`src/design/scs_pkg.sv`:
```
// Constants and types for the serial configuration slave port.
// Assumes a 25 MHz system clock that oversamples the serial clock pin.
package scs_pkg;
    localparam int          SCS_NUM_BYTES  = 32;
    localparam int          SCS_IDX_W      = 7;
    localparam logic [6:0]  SCS_SLAVE_ADDR = 7'h69;
    localparam logic [7:0]  SCS_CFG_RESET  = 8'hff;
    localparam int          SCS_CMD_TYPE_BIT = 7;
    localparam logic [3:0]  SCS_BIT_LAST   = 4'h7;
    localparam logic [3:0]  SCS_BIT_ACK    = 4'h8;
    localparam logic [3:0]  SCS_BIT_PRE    = 4'hf;

    typedef enum logic [2:0] {
        SCS_IDLE  = 3'b000,
        SCS_ADDR  = 3'b001,
        SCS_CMD   = 3'b010,
        SCS_WDATA = 3'b011,
        SCS_RDATA = 3'b100,
        SCS_SKIP  = 3'b101
    } scs_state_t;

    typedef struct packed {
        logic scl;
        logic sda;
    } scs_pins_t;
endpackage

```
`src/design/scs_slave.sv`:
```
// Serial configuration slave: register bank behind a two-wire slave port.
// Assumes serial pins come asynchronously; an outside pad resolves the open-drain wire.
`timescale 1ns/1ps
module scs_slave
    import scs_pkg::*;
#(
    parameter int NUM_BYTES = SCS_NUM_BYTES
)
(
    // Clock and reset
    input  wire logic                   ref_clk_i,
    input  wire logic                   rst_b_i,
    // Serial pins
    input  wire logic                   serial_clk_i,
    input  wire logic                   serial_data_pin_i,
    output logic                        serial_data_pin_o,
    output logic                        serial_data_pin_oe_o,
    // Power control
    input  wire logic                   power_down_n_i,
    output logic                        power_down_o,
    // Configuration image
    output logic [NUM_BYTES*8-1:0]      cfg_bytes_o
);
    logic       rst_m;
    logic       rst_s;
    scs_pins_t  pin_s1;
    scs_pins_t  pin_s2;
    scs_pins_t  pin_s3;
    logic       pd_s1;
    logic       pd_s2;
    logic       pd_s3;
    scs_pins_t  pin_q;
    scs_pins_t  next_pin_q;

    // Reset release
    always_ff @(posedge ref_clk_i or negedge rst_b_i)
    begin
        if (!rst_b_i)
        begin
            rst_m <= 1'b0;
            rst_s <= 1'b0;
        end
        else
        begin
            rst_m <= 1'b1;
            rst_s <= rst_m;
        end
    end

    // Three-stage pin synchronisers
    always_ff @(posedge ref_clk_i or negedge rst_s)
    begin
        if (!rst_s)
        begin
            pin_s1 <= '{scl: 1'b1, sda: 1'b1};
            pin_s2 <= '{scl: 1'b1, sda: 1'b1};
            pin_s3 <= '{scl: 1'b1, sda: 1'b1};
            pd_s1  <= 1'b1;
            pd_s2  <= 1'b1;
            pd_s3  <= 1'b1;
            pin_q  <= '{scl: 1'b1, sda: 1'b1};
        end
        else
        begin
            pin_s1 <= '{scl: serial_clk_i, sda: serial_data_pin_i};
            pin_s2 <= pin_s1;
            pin_s3 <= pin_s2;
            pd_s1  <= power_down_n_i;
            pd_s2  <= pd_s1;
            pd_s3  <= pd_s2;
            pin_q  <= next_pin_q;
        end
    end

    // Filtered levels: change taken once stages two and three agree
    always_comb
    begin
        next_pin_q = pin_q;
        if (pin_s2.scl == pin_s3.scl)
            next_pin_q.scl = pin_s3.scl;
        if (pin_s2.sda == pin_s3.sda)
            next_pin_q.sda = pin_s3.sda;
    end

    logic scl_rise;
    logic scl_fall;
    logic start_det;
    logic stop_det;
    assign scl_rise  = !pin_q.scl && next_pin_q.scl;
    assign scl_fall  = pin_q.scl && !next_pin_q.scl;
    assign start_det = pin_q.scl && next_pin_q.scl && pin_q.sda && !next_pin_q.sda;
    assign stop_det  = pin_q.scl && next_pin_q.scl && !pin_q.sda && next_pin_q.sda;

    // Power-down level
    logic pd_act;
    logic next_pd_act;
    always_comb
    begin
        next_pd_act = pd_act;
        if (pd_s2 == pd_s3)
            next_pd_act = !pd_s3;
    end

    // Protocol state
    scs_state_t           state;
    scs_state_t           next_state;
    logic [3:0]           bit_cnt;
    logic [3:0]           next_bit_cnt;
    logic [7:0]           shreg;
    logic [7:0]           next_shreg;
    logic                 rd_dir;
    logic                 next_rd_dir;
    logic                 blk;
    logic                 next_blk;
    logic                 cnt_phase;
    logic                 next_cnt_phase;
    logic [SCS_IDX_W-1:0] ptr;
    logic [SCS_IDX_W-1:0] next_ptr;
    logic                 sda_low;
    logic                 next_sda_low;
    logic                 host_nack;
    logic                 next_host_nack;
    logic [7:0]           cfg [NUM_BYTES];
    logic [7:0]           next_cfg [NUM_BYTES];
    logic [7:0]           rd_byte;
    logic                 in_range;
    localparam int        IDX_AW = $clog2(NUM_BYTES);
    logic [IDX_AW-1:0]    ptr_idx;

    assign ptr_idx  = ptr[IDX_AW-1:0];
    assign in_range = ptr < SCS_IDX_W'(NUM_BYTES);
    assign rd_byte  = cnt_phase ? 8'(NUM_BYTES) : (in_range ? cfg[ptr_idx] : 8'h00);

    always_comb
    begin
        next_state     = state;
        next_bit_cnt   = bit_cnt;
        next_shreg     = shreg;
        next_rd_dir    = rd_dir;
        next_blk       = blk;
        next_cnt_phase = cnt_phase;
        next_ptr       = ptr;
        next_sda_low   = sda_low;
        next_host_nack = host_nack;
        next_cfg       = cfg;
        if (stop_det)
        begin
            next_state   = SCS_IDLE;
            next_sda_low = 1'b0;
        end
        else if (start_det)
        begin
            next_state   = SCS_ADDR;
            next_bit_cnt = SCS_BIT_PRE;
            next_sda_low = 1'b0;
        end
        else if (scl_rise && state != SCS_IDLE && state != SCS_SKIP)
        begin
            if (bit_cnt <= SCS_BIT_LAST)
                next_shreg = {shreg[6:0], pin_q.sda};
            else if (state == SCS_RDATA)
                next_host_nack = pin_q.sda;
        end
        else if (scl_fall && state != SCS_IDLE && state != SCS_SKIP)
        begin
            next_sda_low = 1'b0;
            next_bit_cnt = bit_cnt + 4'h1;
            if (bit_cnt == SCS_BIT_LAST)
            begin
                case (state)
                    SCS_ADDR:
                    begin
                        if (shreg[7:1] == SCS_SLAVE_ADDR)
                        begin
                            next_sda_low = 1'b1;
                            next_rd_dir  = shreg[0];
                        end
                        else
                            next_state = SCS_SKIP;
                    end
                    SCS_CMD:
                    begin
                        next_sda_low   = 1'b1;
                        next_blk       = !shreg[SCS_CMD_TYPE_BIT];
                        next_cnt_phase = !shreg[SCS_CMD_TYPE_BIT];
                        next_ptr       = shreg[SCS_CMD_TYPE_BIT] ?
                                         shreg[SCS_IDX_W-1:0] : '0;
                    end
                    SCS_WDATA:
                    begin
                        next_sda_low = 1'b1;
                        if (cnt_phase)
                            next_cnt_phase = 1'b0;
                        else
                        begin
                            if (in_range)
                                next_cfg[ptr_idx] = shreg;
                            next_ptr = ptr + 1'b1;
                        end
                    end
                    SCS_RDATA:
                    begin
                        if (cnt_phase)
                            next_cnt_phase = 1'b0;
                        else
                            next_ptr = ptr + 1'b1;
                    end
                    default:
                        next_state = SCS_SKIP;
                endcase
            end
            else if (bit_cnt == SCS_BIT_ACK)
            begin
                next_bit_cnt = 4'h0;
                case (state)
                    SCS_ADDR:
                        next_state = rd_dir ? SCS_RDATA : SCS_CMD;
                    SCS_CMD:
                        next_state = SCS_WDATA;
                    SCS_RDATA:
                        if (host_nack)
                            next_state = SCS_SKIP;
                    default:
                        next_state = state;
                endcase
            end
            if (next_state == SCS_RDATA && next_bit_cnt <= SCS_BIT_LAST)
                next_sda_low = !rd_byte[3'(SCS_BIT_LAST - next_bit_cnt)];
        end
    end

    always_ff @(posedge ref_clk_i or negedge rst_s)
    begin
        if (!rst_s)
        begin
            state     <= SCS_IDLE;
            bit_cnt   <= 4'h0;
            shreg     <= 8'h00;
            rd_dir    <= 1'b0;
            blk       <= 1'b0;
            cnt_phase <= 1'b0;
            ptr       <= '0;
            sda_low   <= 1'b0;
            host_nack <= 1'b0;
            pd_act    <= 1'b0;
            for (int i = 0; i < NUM_BYTES; i++)
                cfg[i] <= SCS_CFG_RESET;
        end
        else
        begin
            state     <= next_state;
            bit_cnt   <= next_bit_cnt;
            shreg     <= next_shreg;
            rd_dir    <= next_rd_dir;
            blk       <= next_blk;
            cnt_phase <= next_cnt_phase;
            ptr       <= next_ptr;
            sda_low   <= next_sda_low;
            host_nack <= next_host_nack;
            pd_act    <= next_pd_act;
            cfg       <= next_cfg;
        end
    end

    genvar g;
    generate
        for (g = 0; g < NUM_BYTES; g++)
        begin : g_cfg
            assign cfg_bytes_o[g*8 +: 8] = cfg[g];
        end
    endgenerate

    assign serial_data_pin_o    = 1'b0;
    assign serial_data_pin_oe_o = sda_low;
    assign power_down_o         = pd_act;

    chk_pd_follow: assert property (@(posedge ref_clk_i) disable iff (!rst_s)
        (pd_s2 == pd_s3) |=> (pd_act == !$past(pd_s3)))
        else $error("power-down not following input");
    chk_skip_quiet: assert property (@(posedge ref_clk_i) disable iff (!rst_s)
        (state == SCS_SKIP && !start_det) |=> !sda_low)
        else $error("drives data while ignoring bus");
    chk_addr_ack: assert property (@(posedge ref_clk_i) disable iff (!rst_s)
        (state == SCS_ADDR && scl_fall && bit_cnt == SCS_BIT_LAST && !start_det && !stop_det
         && shreg[7:1] == SCS_SLAVE_ADDR) |=> sda_low)
        else $error("matching address not acknowledged");
    chk_cmd_decode: assert property (@(posedge ref_clk_i) disable iff (!rst_s)
        (state == SCS_CMD && scl_fall && bit_cnt == SCS_BIT_LAST && !start_det && !stop_det)
        |=> (blk == !$past(shreg[7])))
        else $error("command type wrongly decoded");
    chk_blk_ptr: assert property (@(posedge ref_clk_i) disable iff (!rst_s)
        (state == SCS_CMD && scl_fall && bit_cnt == SCS_BIT_LAST && !start_det && !stop_det
         && !shreg[7]) |=> (ptr == '0 && cnt_phase))
        else $error("block pointer not cleared");
    chk_idx_sel: assert property (@(posedge ref_clk_i) disable iff (!rst_s)
        (state == SCS_CMD && scl_fall && bit_cnt == SCS_BIT_LAST && !start_det && !stop_det
         && shreg[7]) |=> (ptr == $past(shreg[6:0])))
        else $error("byte index not taken");
    chk_wr_ack: assert property (@(posedge ref_clk_i) disable iff (!rst_s)
        (state == SCS_WDATA && scl_fall && bit_cnt == SCS_BIT_LAST && !start_det && !stop_det)
        |=> sda_low)
        else $error("write data not acknowledged");
    chk_ptr_step: assert property (@(posedge ref_clk_i) disable iff (!rst_s)
        (state == SCS_WDATA && scl_fall && bit_cnt == SCS_BIT_LAST && !cnt_phase
         && !start_det && !stop_det) |=> (ptr == $past(ptr) + 1'b1))
        else $error("pointer did not advance");
    chk_stop_idle: assert property (@(posedge ref_clk_i) disable iff (!rst_s)
        stop_det |=> (state == SCS_IDLE && !sda_low))
        else $error("stop not honoured");
    chk_start_addr: assert property (@(posedge ref_clk_i) disable iff (!rst_s)
        start_det |=> (state == SCS_ADDR && bit_cnt == SCS_BIT_PRE && !sda_low))
        else $error("start not taken");
    chk_nack_skip: assert property (@(posedge ref_clk_i) disable iff (!rst_s)
        (state == SCS_RDATA && scl_fall && bit_cnt == SCS_BIT_ACK && host_nack
         && !start_det && !stop_det) |=> (state == SCS_SKIP && !sda_low))
        else $error("read not ended by host nack");
endmodule

```
`config.mk`:
```
export PLATFORM = sky130hd
export DESIGN_NAME = scs_slave
export DESIGN_NICKNAME = d
export VERILOG_FILES = /design/src/design/scs_pkg.sv /design/src/design/scs_slave.sv
export SDC_FILE = /design/constraint.sdc
export NUM_CORES = 1
export LEC_CHECK = 0
export BUFFER_PORTS_ARGS = -buffer_cell sky130_fd_sc_hd__buf_2
export CAP_MARGIN = 20
export CORE_ASPECT_RATIO = 1.25
export CORE_MARGIN = 2
export CORE_UTILIZATION = 55
export DETAILED_ROUTE_END_ITERATION = 6
export PLACE_DENSITY_LB_ADDON = 0.25
export SETUP_SLACK_MARGIN = 0.02
export SLEW_MARGIN = 20
export SYNTH_ARGS = -nofsm -noshare
export SYNTH_HDL_FRONTEND = slang
export SYNTH_SLANG_ARGS = --single-unit
```
`constraint.sdc`:
```
create_clock -name ref_clk_i -period 17.2 [get_ports ref_clk_i]
set_clock_uncertainty 0.1 [all_clocks]
set_input_delay 0.86 -clock ref_clk_i [delete_from_list [all_inputs] [get_ports ref_clk_i]]
set_output_delay 0.86 -clock ref_clk_i [all_outputs]
set_load 0.005 [all_outputs]
```
== Word-level counts from Yosys, hierarchy flattened ==
Cells that the tools add are included.
W data, S select, Z words.

* Register bits: 296
* Bits of input ports: 5
* Output and inout bits: 259
* Logic and storage cells: 167

* Add/sub/neg operators: 3
* Magnitude comparators: 6
* Eq/ne operators: 15
* Multiplexer cells: 48
* Bitwise operators: 6
* Reductions and logical operators: 35

{| class="wikitable"
|+ Operator list
! kind !! number
|-
| $bwmux W256 || 1
|-
| $bmux W8 S5 || 1
|-
| $demux W8 S5 || 1
|-
| $mux W8 || 5
|-
| $mux W3 || 13
|-
| $mux W4 || 9
|-
| $mux W7 || 2
|-
| $pmux W7 S2 || 1
|-
| $reduce_and A7 Y1 || 2
|-
| $logic_and A1 B1 Y1 || 13
|-
| $mux W1 || 10
|-
| $pmux W3 S3 || 1
|-
| $le A4 B3 Y1 const B || 2
|-
| $reduce_and A8 Y1 || 1
|-
| $add A7 B1 Y7 const B || 1
|-
| $eq A7 B7 Y1 const B || 1
|-
| $logic_not A1 Y1 || 7
|-
| $lt A7 B6 Y1 const B || 1
|-
| $eq A3 B2 Y1 const B || 2
|-
| $eq A3 B3 Y1 const B || 2
|-
| $ge A6 B6 Y1 const B || 1
|-
| $lt A6 B1 Y1 const B || 1
|-
| $ne A3 B3 Y1 const B || 2
|-
| $not A5 Y6 || 1
|-
| 21 further kinds || 32
|}

== Longest topological paths before layout ==
Gate-level depths: netlist (run 1).

* Depth in word-level cells: 19
* Gate-level depth with buffers: 11

== Worst setup path after synthesis (run 1) ==
OpenSTA, ideal clock, no wires.

* Path kind: register to register
* Start point: register ptr[0]
* End point: register sda_low, in the netlist serial_data_pin_oe_o
* Library setup time: 0.110 ns
* Arrival: 2.383 ns
* Setup slack: 14.607 ns
* Cell stages (with the launch flop): 11
* Buffers on the path: 4
* Clock period less this slack: 2.593 ns
* Cells stage by stage: dfrtp_1 > buf_4 > buf_2 > buf_4 > buf_2 > mux2i_1 > nor2_1 > nor4_1 > o2111ai_1 > o2111a_1 > o41ai_1

* Cells in the longest elaborated chain, start to end: 14

{| class="wikitable"
|+ Ends and longest elaborated chain
! item !! RTL line !! text
|-
| start, declared || scs_slave.sv:117 || <nowiki>logic [SCS_IDX_W-1:0] ptr;</nowiki>
|-
| start signal, assigned || scs_slave.sv:257 || <nowiki>ptr <= next_ptr;</nowiki>
|-
| $not A5 Y6 (implied by the code) || scs_slave.sv:132 || <nowiki>assign rd_byte = cnt_phase ? 8'(NUM_BYTES) : (in_range ? cfg[ptr_idx] : 8'h00);</nowiki>
|-
| $bmux W8 S5 || scs_slave.sv:132 ||
|-
| $mux W8 (implied by the code) (2 in a row) || scs_slave.sv:132 ||
|-
| $mux W8 (*) (2 in a row) || scs_slave.sv:132 ||
|-
| $bmux W1 S3 (*) || scs_slave.sv:228 || <nowiki>next_sda_low = !rd_byte[3'(SCS_BIT_LAST - next_bit_cnt)];</nowiki>
|-
| $mux W1 (implied by the code) (*) || scs_slave.sv:228 ||
|-
| $logic_not A1 Y1 (*) || scs_slave.sv:228 ||
|-
| $mux W1 (*) || scs_slave.sv:227 || <nowiki>if (next_state == SCS_RDATA && next_bit_cnt <= SCS_BIT_LAST)</nowiki>
|-
| $mux W1 (*) || scs_slave.sv:164 || <nowiki>else if (scl_fall && state != SCS_IDLE && state != SCS_SKIP)</nowiki>
|-
| $mux W1 (*) || scs_slave.sv:157 || <nowiki>else if (scl_rise && state != SCS_IDLE && state != SCS_SKIP)</nowiki>
|-
| $mux W1 (*) || scs_slave.sv:151 || <nowiki>else if (start_det)</nowiki>
|-
| $mux W1 (*) || scs_slave.sv:146 || <nowiki>if (stop_det)</nowiki>
|-
| end signal, assigned || scs_slave.sv:258 || <nowiki>sda_low <= next_sda_low;</nowiki>
|-
| end, declared || scs_slave.sv:119 || <nowiki>logic sda_low;</nowiki>
|}

Mark *: on every way between the ends. The rest lies on a longest branch, timed or not. The select of a mux whose other input is x is not followed.
A chain may end at the register's enable or synchronous reset.

== Final worst setup path (run 1) ==
Ends and elaborated chain as after synthesis.

==> results of run 1 <==
-- where the power goes --
group / switching, mW / total [mW] / internal (mW) / leakage, nW
Clock: 0.269 / 0.652 / 0.383 / 0.480
Combinational: 0.104 / 0.147 / 0.0431 / 4.21
Sequential: 0.0224 / 0.735 / 0.713 / 3.13
Total: 0.396 / 1.53 / 1.14 / 7.83
-- cell usage in the layout (no fill, tap or decap), types with 5 or more instances in the layout --
cell / synthesis / routed
clkbuf_16: 0 / 29
buf_4: 6 / 15
buf_2: 14 / 263
o21ai_0: 29 / 29
nand2_1: 42 / 42
mux2_2: 257 / 257
o32ai_1: 5 / 5
dfrtp_1: 29 / 25
mux2_1: 12 / 12
nand3_1: 10 / 10
mux4_2: 30 / 30
a31oi_1: 9 / 9
clkbuf_8: 0 / 6
nor3_1: 12 / 12
a21oi_1: 16 / 16
clkbuf_1: 42 / 8
nor2_1: 28 / 28
mux2i_1: 65 / 65
nand2_4: 24 / 24
o22ai_1: 18 / 18
ha_1: 6 / 6
dfstp_2: 267 / 267
inv_1: 9 / 9
nor4_1: 8 / 8
-- layout make-up --
cell class	instances	area (sq um)	share of cell area (%)
clock buffers	43	838	4.93
clock inverters	10	143	0.839
inverters	9	33.8	0.199
multi-input cells	664	6350	37.4
flip-flops and latches	296	7750	45.6
well taps	340	425	2.50
repair buffers	280	1450	8.53
-- registers in the layout, indices dropped and copies added (netlist names) --
name and flops:
cfg_bytes_o 256, shreg 8, ptr 7, bit_cnt 4, state 3, pin_q 2
pin_s1 2, pin_s2 2, pin_s3 2, cnt_phase 1, host_nack 1, pd_s1 1
pd_s2 1, pd_s3 1, power_down_o 1, rd_dir 1, rst_m 1, rst_s 1
serial_data_pin_oe_o 1
-- layer usage --
metal,GRT usage [%],routed length (um)
met1,40.0,16800
met2,51.7,21200
met3,4.78,2770
met4,12.1,1790
met5,0,0
-- worst max-delay path, delay by kind of cell, from the launching register on --
family | cells | cell delay (ns)
and+or+nand+nor | 3 | 0.76
AOI/OAI and AO/OA | 2 | 0.51
DFF | 1 | 0.66
muxes | 1 | 0.43
buffers and inverters | 2 | 1.39
-- kinds of logic after synthesis --
family                   Yosys count  share of synthesized area, %
AO/OA/AOI/OAI                    112                          5.02
adder cells (fa/ha/maj)            6                         0.519
AND/OR/NAND/NOR                  179                          8.16
buffers and inverters             80                          2.59
flip-flops                       296                          53.5
other                              2                        0.0519
multiplexers                     364                          30.1
XOR/XNOR                           1                        0.0605
-- metrics by stage --
step | hold WS, ns | instances | cell area, sq um | setup slack (ns) | util, %
floorplan | 0.231 | 1040 | 14500 | 8.71 | -
global placement | 0.236 | 1587 | 16000 | 13.15 | 61.7
detailed placement | 0.244 | 1587 | 16000 | 13.14 | 61.7
CTS | 0.256 | 1641 | 17000 | 13.13 | 65.5
global route | 0.262 | 1642 | 17000 | 12.89 | 65.5
finish | 0.253 | 1642 | 17000 | 13.10 | 65.5
-- worst max-delay path by stage --
stage | endpoint | start | cells after the start
floorplan | bit_cnt[0] | rst_s | 0
global placement | serial_data_pin_oe_o | ptr[0] | 8
detailed placement | serial_data_pin_oe_o | ptr[0] | 8
CTS | serial_data_pin_oe_o | ptr[0] | 8
finish | serial_data_pin_oe_o | ptr[0] | 8
global route | serial_data_pin_oe_o | ptr[0] | 8
==> run_results.csv, run 1 <==
group,metric,value,unit
worst_hold_path,whs_path_depth,0,
logic_synthesis,ys_seq_area_share,53.5,%
setup_path,crit-reg2reg-launch,"ptr[0]",
die,fp-row-count,66,
route,vias_per_cell,6.13,
grt,grt.overflow.total,0,
logic_synthesis,synthesis.area,0.0145,sq mm
sta,rsz0062_at_grt,"no",
setup_path,worst-endpoint-arrival,4.44,ns
sta,finalHoldViolCount,0,
setup_path,crit_required,17.54,ns
die,die_y,185,um
sta,slew_viol_final,0,
route,ant_nets,0,
setup_path,cp_slowest_cell,"buf_4",
route,dr_total_vias,10100,
pwr,finalPower,1.53,mW
sta,setup_violations,0,
route,wl_per_cell,26.0,um
clocking,cts_resized,0,
sta,worst_pin_slew,1.06,ns
setup_path,rr_endpoint,"serial_data_pin_oe_o",
clocking,htree_levels,1,
die,dieArea,0.0276,sq mm
setup_path,ff2ff_path_depth,8,
clocking,cts_buffers,29,
logic_synthesis,syn_avg_cell_area,13.9,sq um
finish,n_antenna_cell,0,
die,core_area,0.0259,sq mm
worst_hold_path,hold_end,"pin_s2[1]",
clocking,clockBufferDepth,3,
sta,fmax,244,MHz
worst_hold_path,hold_start,"pin_s1[1]",
place,gp_congestion,0.927,
clocking,cts.sinks,296,
worst_hold_path,hp-class,"reg -> reg",
status,status,"finished, final reports clean",
logic_synthesis,synth_area_leaders,"dfstp_2 (48%), mux2_2 (20%), dfrtp_1 (5.0%)",
setup_path,worstPathMaxFanout,49,
pwr,leakage,7.83,nW
logic_synthesis,yosys_warnings,0,
logic_synthesis,yosysTopAreaCell,"dfstp_2",
sta,relSlewSlack,29.4,%
grt,grt_pass1_vias,10200,
place,place.port_buffers,262,
logic_synthesis,ys_ff_latch,296,
route,drc,0,
logic_synthesis,synth_edf_count,0,
clocking,postCtsSetupBuffers,0,
grt,grt_use_total,30.7,%
sta,setup_tns,0,ns
logic_synthesis,yosys.cell_types.count,71,
logic_synthesis,synth.cells.most_frequent,"dfstp_2 (267), mux2_2 (257), mux2i_1 (65)",
logic_synthesis,synthCells,1040,
grt,grt_max_degree,86,
route,wirelength,42600,um
route,drtPass1Iterations,6,
setup_path,start_kind,"flop",
finish,areaGrowthSynthToFinish,17.5,%
die,chipWidth,149,um
clocking,clk_latency,0.55,ns
logic_synthesis,ys.flop_type,"dfstp_2",
die,io_pins,264,
place,dp_hpwl,29300,um
finish,drive_above_1_share,71.3,%
sta,period_share,23.8,%
grt,antenna_found_initial,0,
logic_synthesis,async_flop_share,100,%
die,start_util,55.8,%
clocking,clk_pin_slew_worst_paths,0.07,ns
logic_synthesis,synth_top_area_share,48.5,%
setup_path,critPathCaptureType,"flop",
grt,grt_pass1_wl,63300,um
logic_synthesis,synth_most_common_cell,"dfstp_2",
logic_synthesis,syn_nets,1051,
clocking,cts-root-buf,"clkbuf_16",
clocking,cts_tree,"done",
route,drtIter0Drc,827,
sta,fin_crit,4.10,ns
setup_path,crit_chain,"buf_4, buf_4, mux2i_1, o221ai_1, or4_1, nor3_1, nor3_1, o41ai_1",
pwr,p_per_area,90.3,mW/mm^2
clocking,hold_buffers,1,
setup_path,max_stage_delay,0.76,ns
setup_path,criticalPathCategory,"reg -> reg",
pwr,vdd_drop_max,0.0888,mV
flow_run,max_cap_viol_count,0,
finish,nets,1291,
finish,fillers,2017,
setup_path,r2r_slack,13.10,ns
Power figures use the tool's default switching activity.
==> run 2, diff against run 1 <==
==> constraint.sdc (replaced) <==
create_clock -name ref_clk_i -period 3.8 [get_ports ref_clk_i]
set_clock_uncertainty 0.1 [all_clocks]
set_input_delay 0.19 -clock ref_clk_i [delete_from_list [all_inputs] [get_ports ref_clk_i]]
set_output_delay 0.19 -clock ref_clk_i [all_outputs]
set_load 0.005 [all_outputs]
==> run 2 against run 1 <==
Flip-flop and latch count unchanged. Combinational power rose to 4.7 times the previous value. Design area up 0.54%. Maximum frequency up 26%. Worst setup slack worse by 13 ns. Utilization up 0.35 points. Die area unchanged. Sequential share of layout area down 0.25 points. Power rose to 4.3 times the previous value. Via count up 1.4%. Largest cell class unchanged. Largest power group unchanged.
==> run_results.csv, run 2 (synthesis gave the netlist of run 1 again) <==
group,metric,value,unit
worst_hold_path,hold_end,"pin_s1[0]",
clocking,cts.sinks,296,
worst_hold_path,hold_start,"serial_data_pin_i",
grt,grt.overflow.total,0,
setup_path,criticalPathCategory,"reg -> reg",
place,place.port_buffers,262,
worst_hold_path,whs_path_depth,2,
setup_path,crit_chain,"nand4bb_1, nor2_1, nor4_1, o21ai_0, o2111a_1, o41ai_1",
finish,areaGrowthSynthToFinish,18.1,%
die,start_util,55.8,%
route,drc,0,
clocking,cts_resized,0,
route,ant_nets,0,
route,drtIter0Drc,605,
pwr,p_per_area,388,mW/mm^2
worst_hold_path,hp-class,"in -> reg",
grt,grt_pass1_vias,10200,
setup_path,critical-path-top-delay-family,"simple AND/OR/NAND/NOR gates",
route,wirelength,42800,um
setup_path,cp.buffers_inverters,0,
route,vias_per_cell,6.14,
sta,fmax,308,MHz
place,dp_cells,1608,
pwr,vdd_drop_max,0.301,mV
grt,grt_use_total,30.6,%
setup_path,crit-reg2reg-launch,"ptr[3]",
setup_path,max_stage_delay,0.97,ns
pwr,leakage,7.89,nW
finish,fillers,1998,
grt,antenna_found_initial,0,
setup_path,start_kind,"flop",
setup_path,rr_endpoint,"serial_data_pin_oe_o",
clocking,postCtsSetupBuffers,0,
flow_run,max_cap_viol_count,0,
clocking,clk_latency,0.55,ns
die,core_area,0.0259,sq mm
sta,worst_pin_slew,1.08,ns
sta,relSlewSlack,27.3,%
sta,fin_crit,3.25,ns
clocking,clk_pin_slew_worst_paths,0.06,ns
sta,setup_tns,0,ns
die,dieArea,0.0276,sq mm
sta,slew_viol_final,0,
die,die_y,185,um
finish,nets,1315,
clocking,clockBufferDepth,3,
clocking,hold_buffers,5,
setup_path,startpoint,"ptr[3]",
place,dp_hpwl,30200,um
clocking,cts_tree,"done",
clocking,cts_buffers,29,
clocking,cts-root-buf,"clkbuf_16",
sta,finalHoldViolCount,0,
finish,largest_register_ffs,256,
clocking,htree_levels,1,
die,chipWidth,149,um
sta,period_share,85.5,%
grt,grt_pass1_wl,63600,um
setup_path,ff2ff_path_depth,6,
route,dr_total_vias,10200,
place,gp_congestion,0.992,
sta,setup_violations,0,
route,wl_per_cell,25.8,um
finish,layout_commonest_cell,"dfstp_2",
die,io_pins,264,
setup_path,cp_slowest_cell,"dfrtp_1",
finish,layout.cells.non_filler,1661,
setup_path,critPathCaptureType,"flop",
setup_path,crit_required,4.13,ns
finish,drive_above_1_share,71.0,%
status,status,"finished, final reports clean",
die,fp-row-count,66,
finish,mostFrequentLayoutCells,"dfstp_2 (267), buf_2 (262), mux2_2 (257)",
setup_path,r2r_slack,0.55,ns
setup_path,worst-endpoint-arrival,3.58,ns
setup_path,worstPathMaxFanout,26,
route,drtPass1Iterations,5,
finish,n_antenna_cell,0,
sta,rsz0062_at_grt,"no",
grt,grt_max_degree,83,
[run 2: worst register-to-register path: cells and delay by family, from the launching register on]
family | cells | cell delay (ns)
AO/OA/AOI/OAI | 3 | 0.95
flip-flops | 1 | 0.97
AND/OR/NAND/NOR | 3 | 1.11
[run 2: where the power goes]
group / switching (mW) / internal, mW / total [mW]
clock network: 1.18 / 1.45 / 2.63
logic: 0.472 / 0.213 / 0.685
registers: 0.0927 / 3.23 / 3.32
[run 2: stage by stage]
step | utilization [%] | hold WS (ns) | instance area [sq um] | setup slack, ns | power (mW)
after floorplan | - | -0.206 | 14500 | 0.899 | 3.80
after global placement | 62.5 | -0.124 | 16200 | 0.642 | 4.02
after detailed placement | 62.5 | -0.121 | 16200 | 0.652 | 4.03
after CTS | 65.9 | 0.172 | 17100 | 0.623 | 6.66
after global routing | 65.9 | 0.187 | 17100 | 0.476 | 6.85
final | 65.9 | 0.182 | 17100 | 0.551 | 6.64
[run 2: final cells by class]
class / count / area, sq um / share of cell area [%]
Timing Repair Buffer: 304 / 1690 / 9.89
Clock inverter: 4 / 22.5 / 0.132
Sequential cell: 296 / 7750 / 45.4
Multi-Input combinational cell: 664 / 6350 / 37.2
Inverter: 9 / 33.8 / 0.198
Clock buffer: 44 / 812 / 4.75
Tap cell: 340 / 425 / 2.49
[run 2: metal layers]
metal,GRT usage (%),wire length [um],vias to the layer above
met1,39.7,16800,5301
met5,0,0,-
met2,51.8,21400,436
met3,5.17,2950,107
li1,-,-,4358
met4,11.3,1770,0
[run 2: worst max path at each step]
| stage | depth (start not counted) | end | slack, ns |
|---|---|---|---|
| 6_report | 6 | serial_data_pin_oe_o | 0.55 |
| 5_1_grt | 9 | cfg_bytes_o[39] | 0.48 |
| 4_1_cts | 9 | cfg_bytes_o[36] | 0.62 |
| 3_5_place_dp | 9 | cfg_bytes_o[36] | 0.65 |
| 3_3_place_gp | 7 | serial_data_pin_oe_o | 0.64 |
| 2_1_floorplan | 0 | bit_cnt[0] | 0.90 |
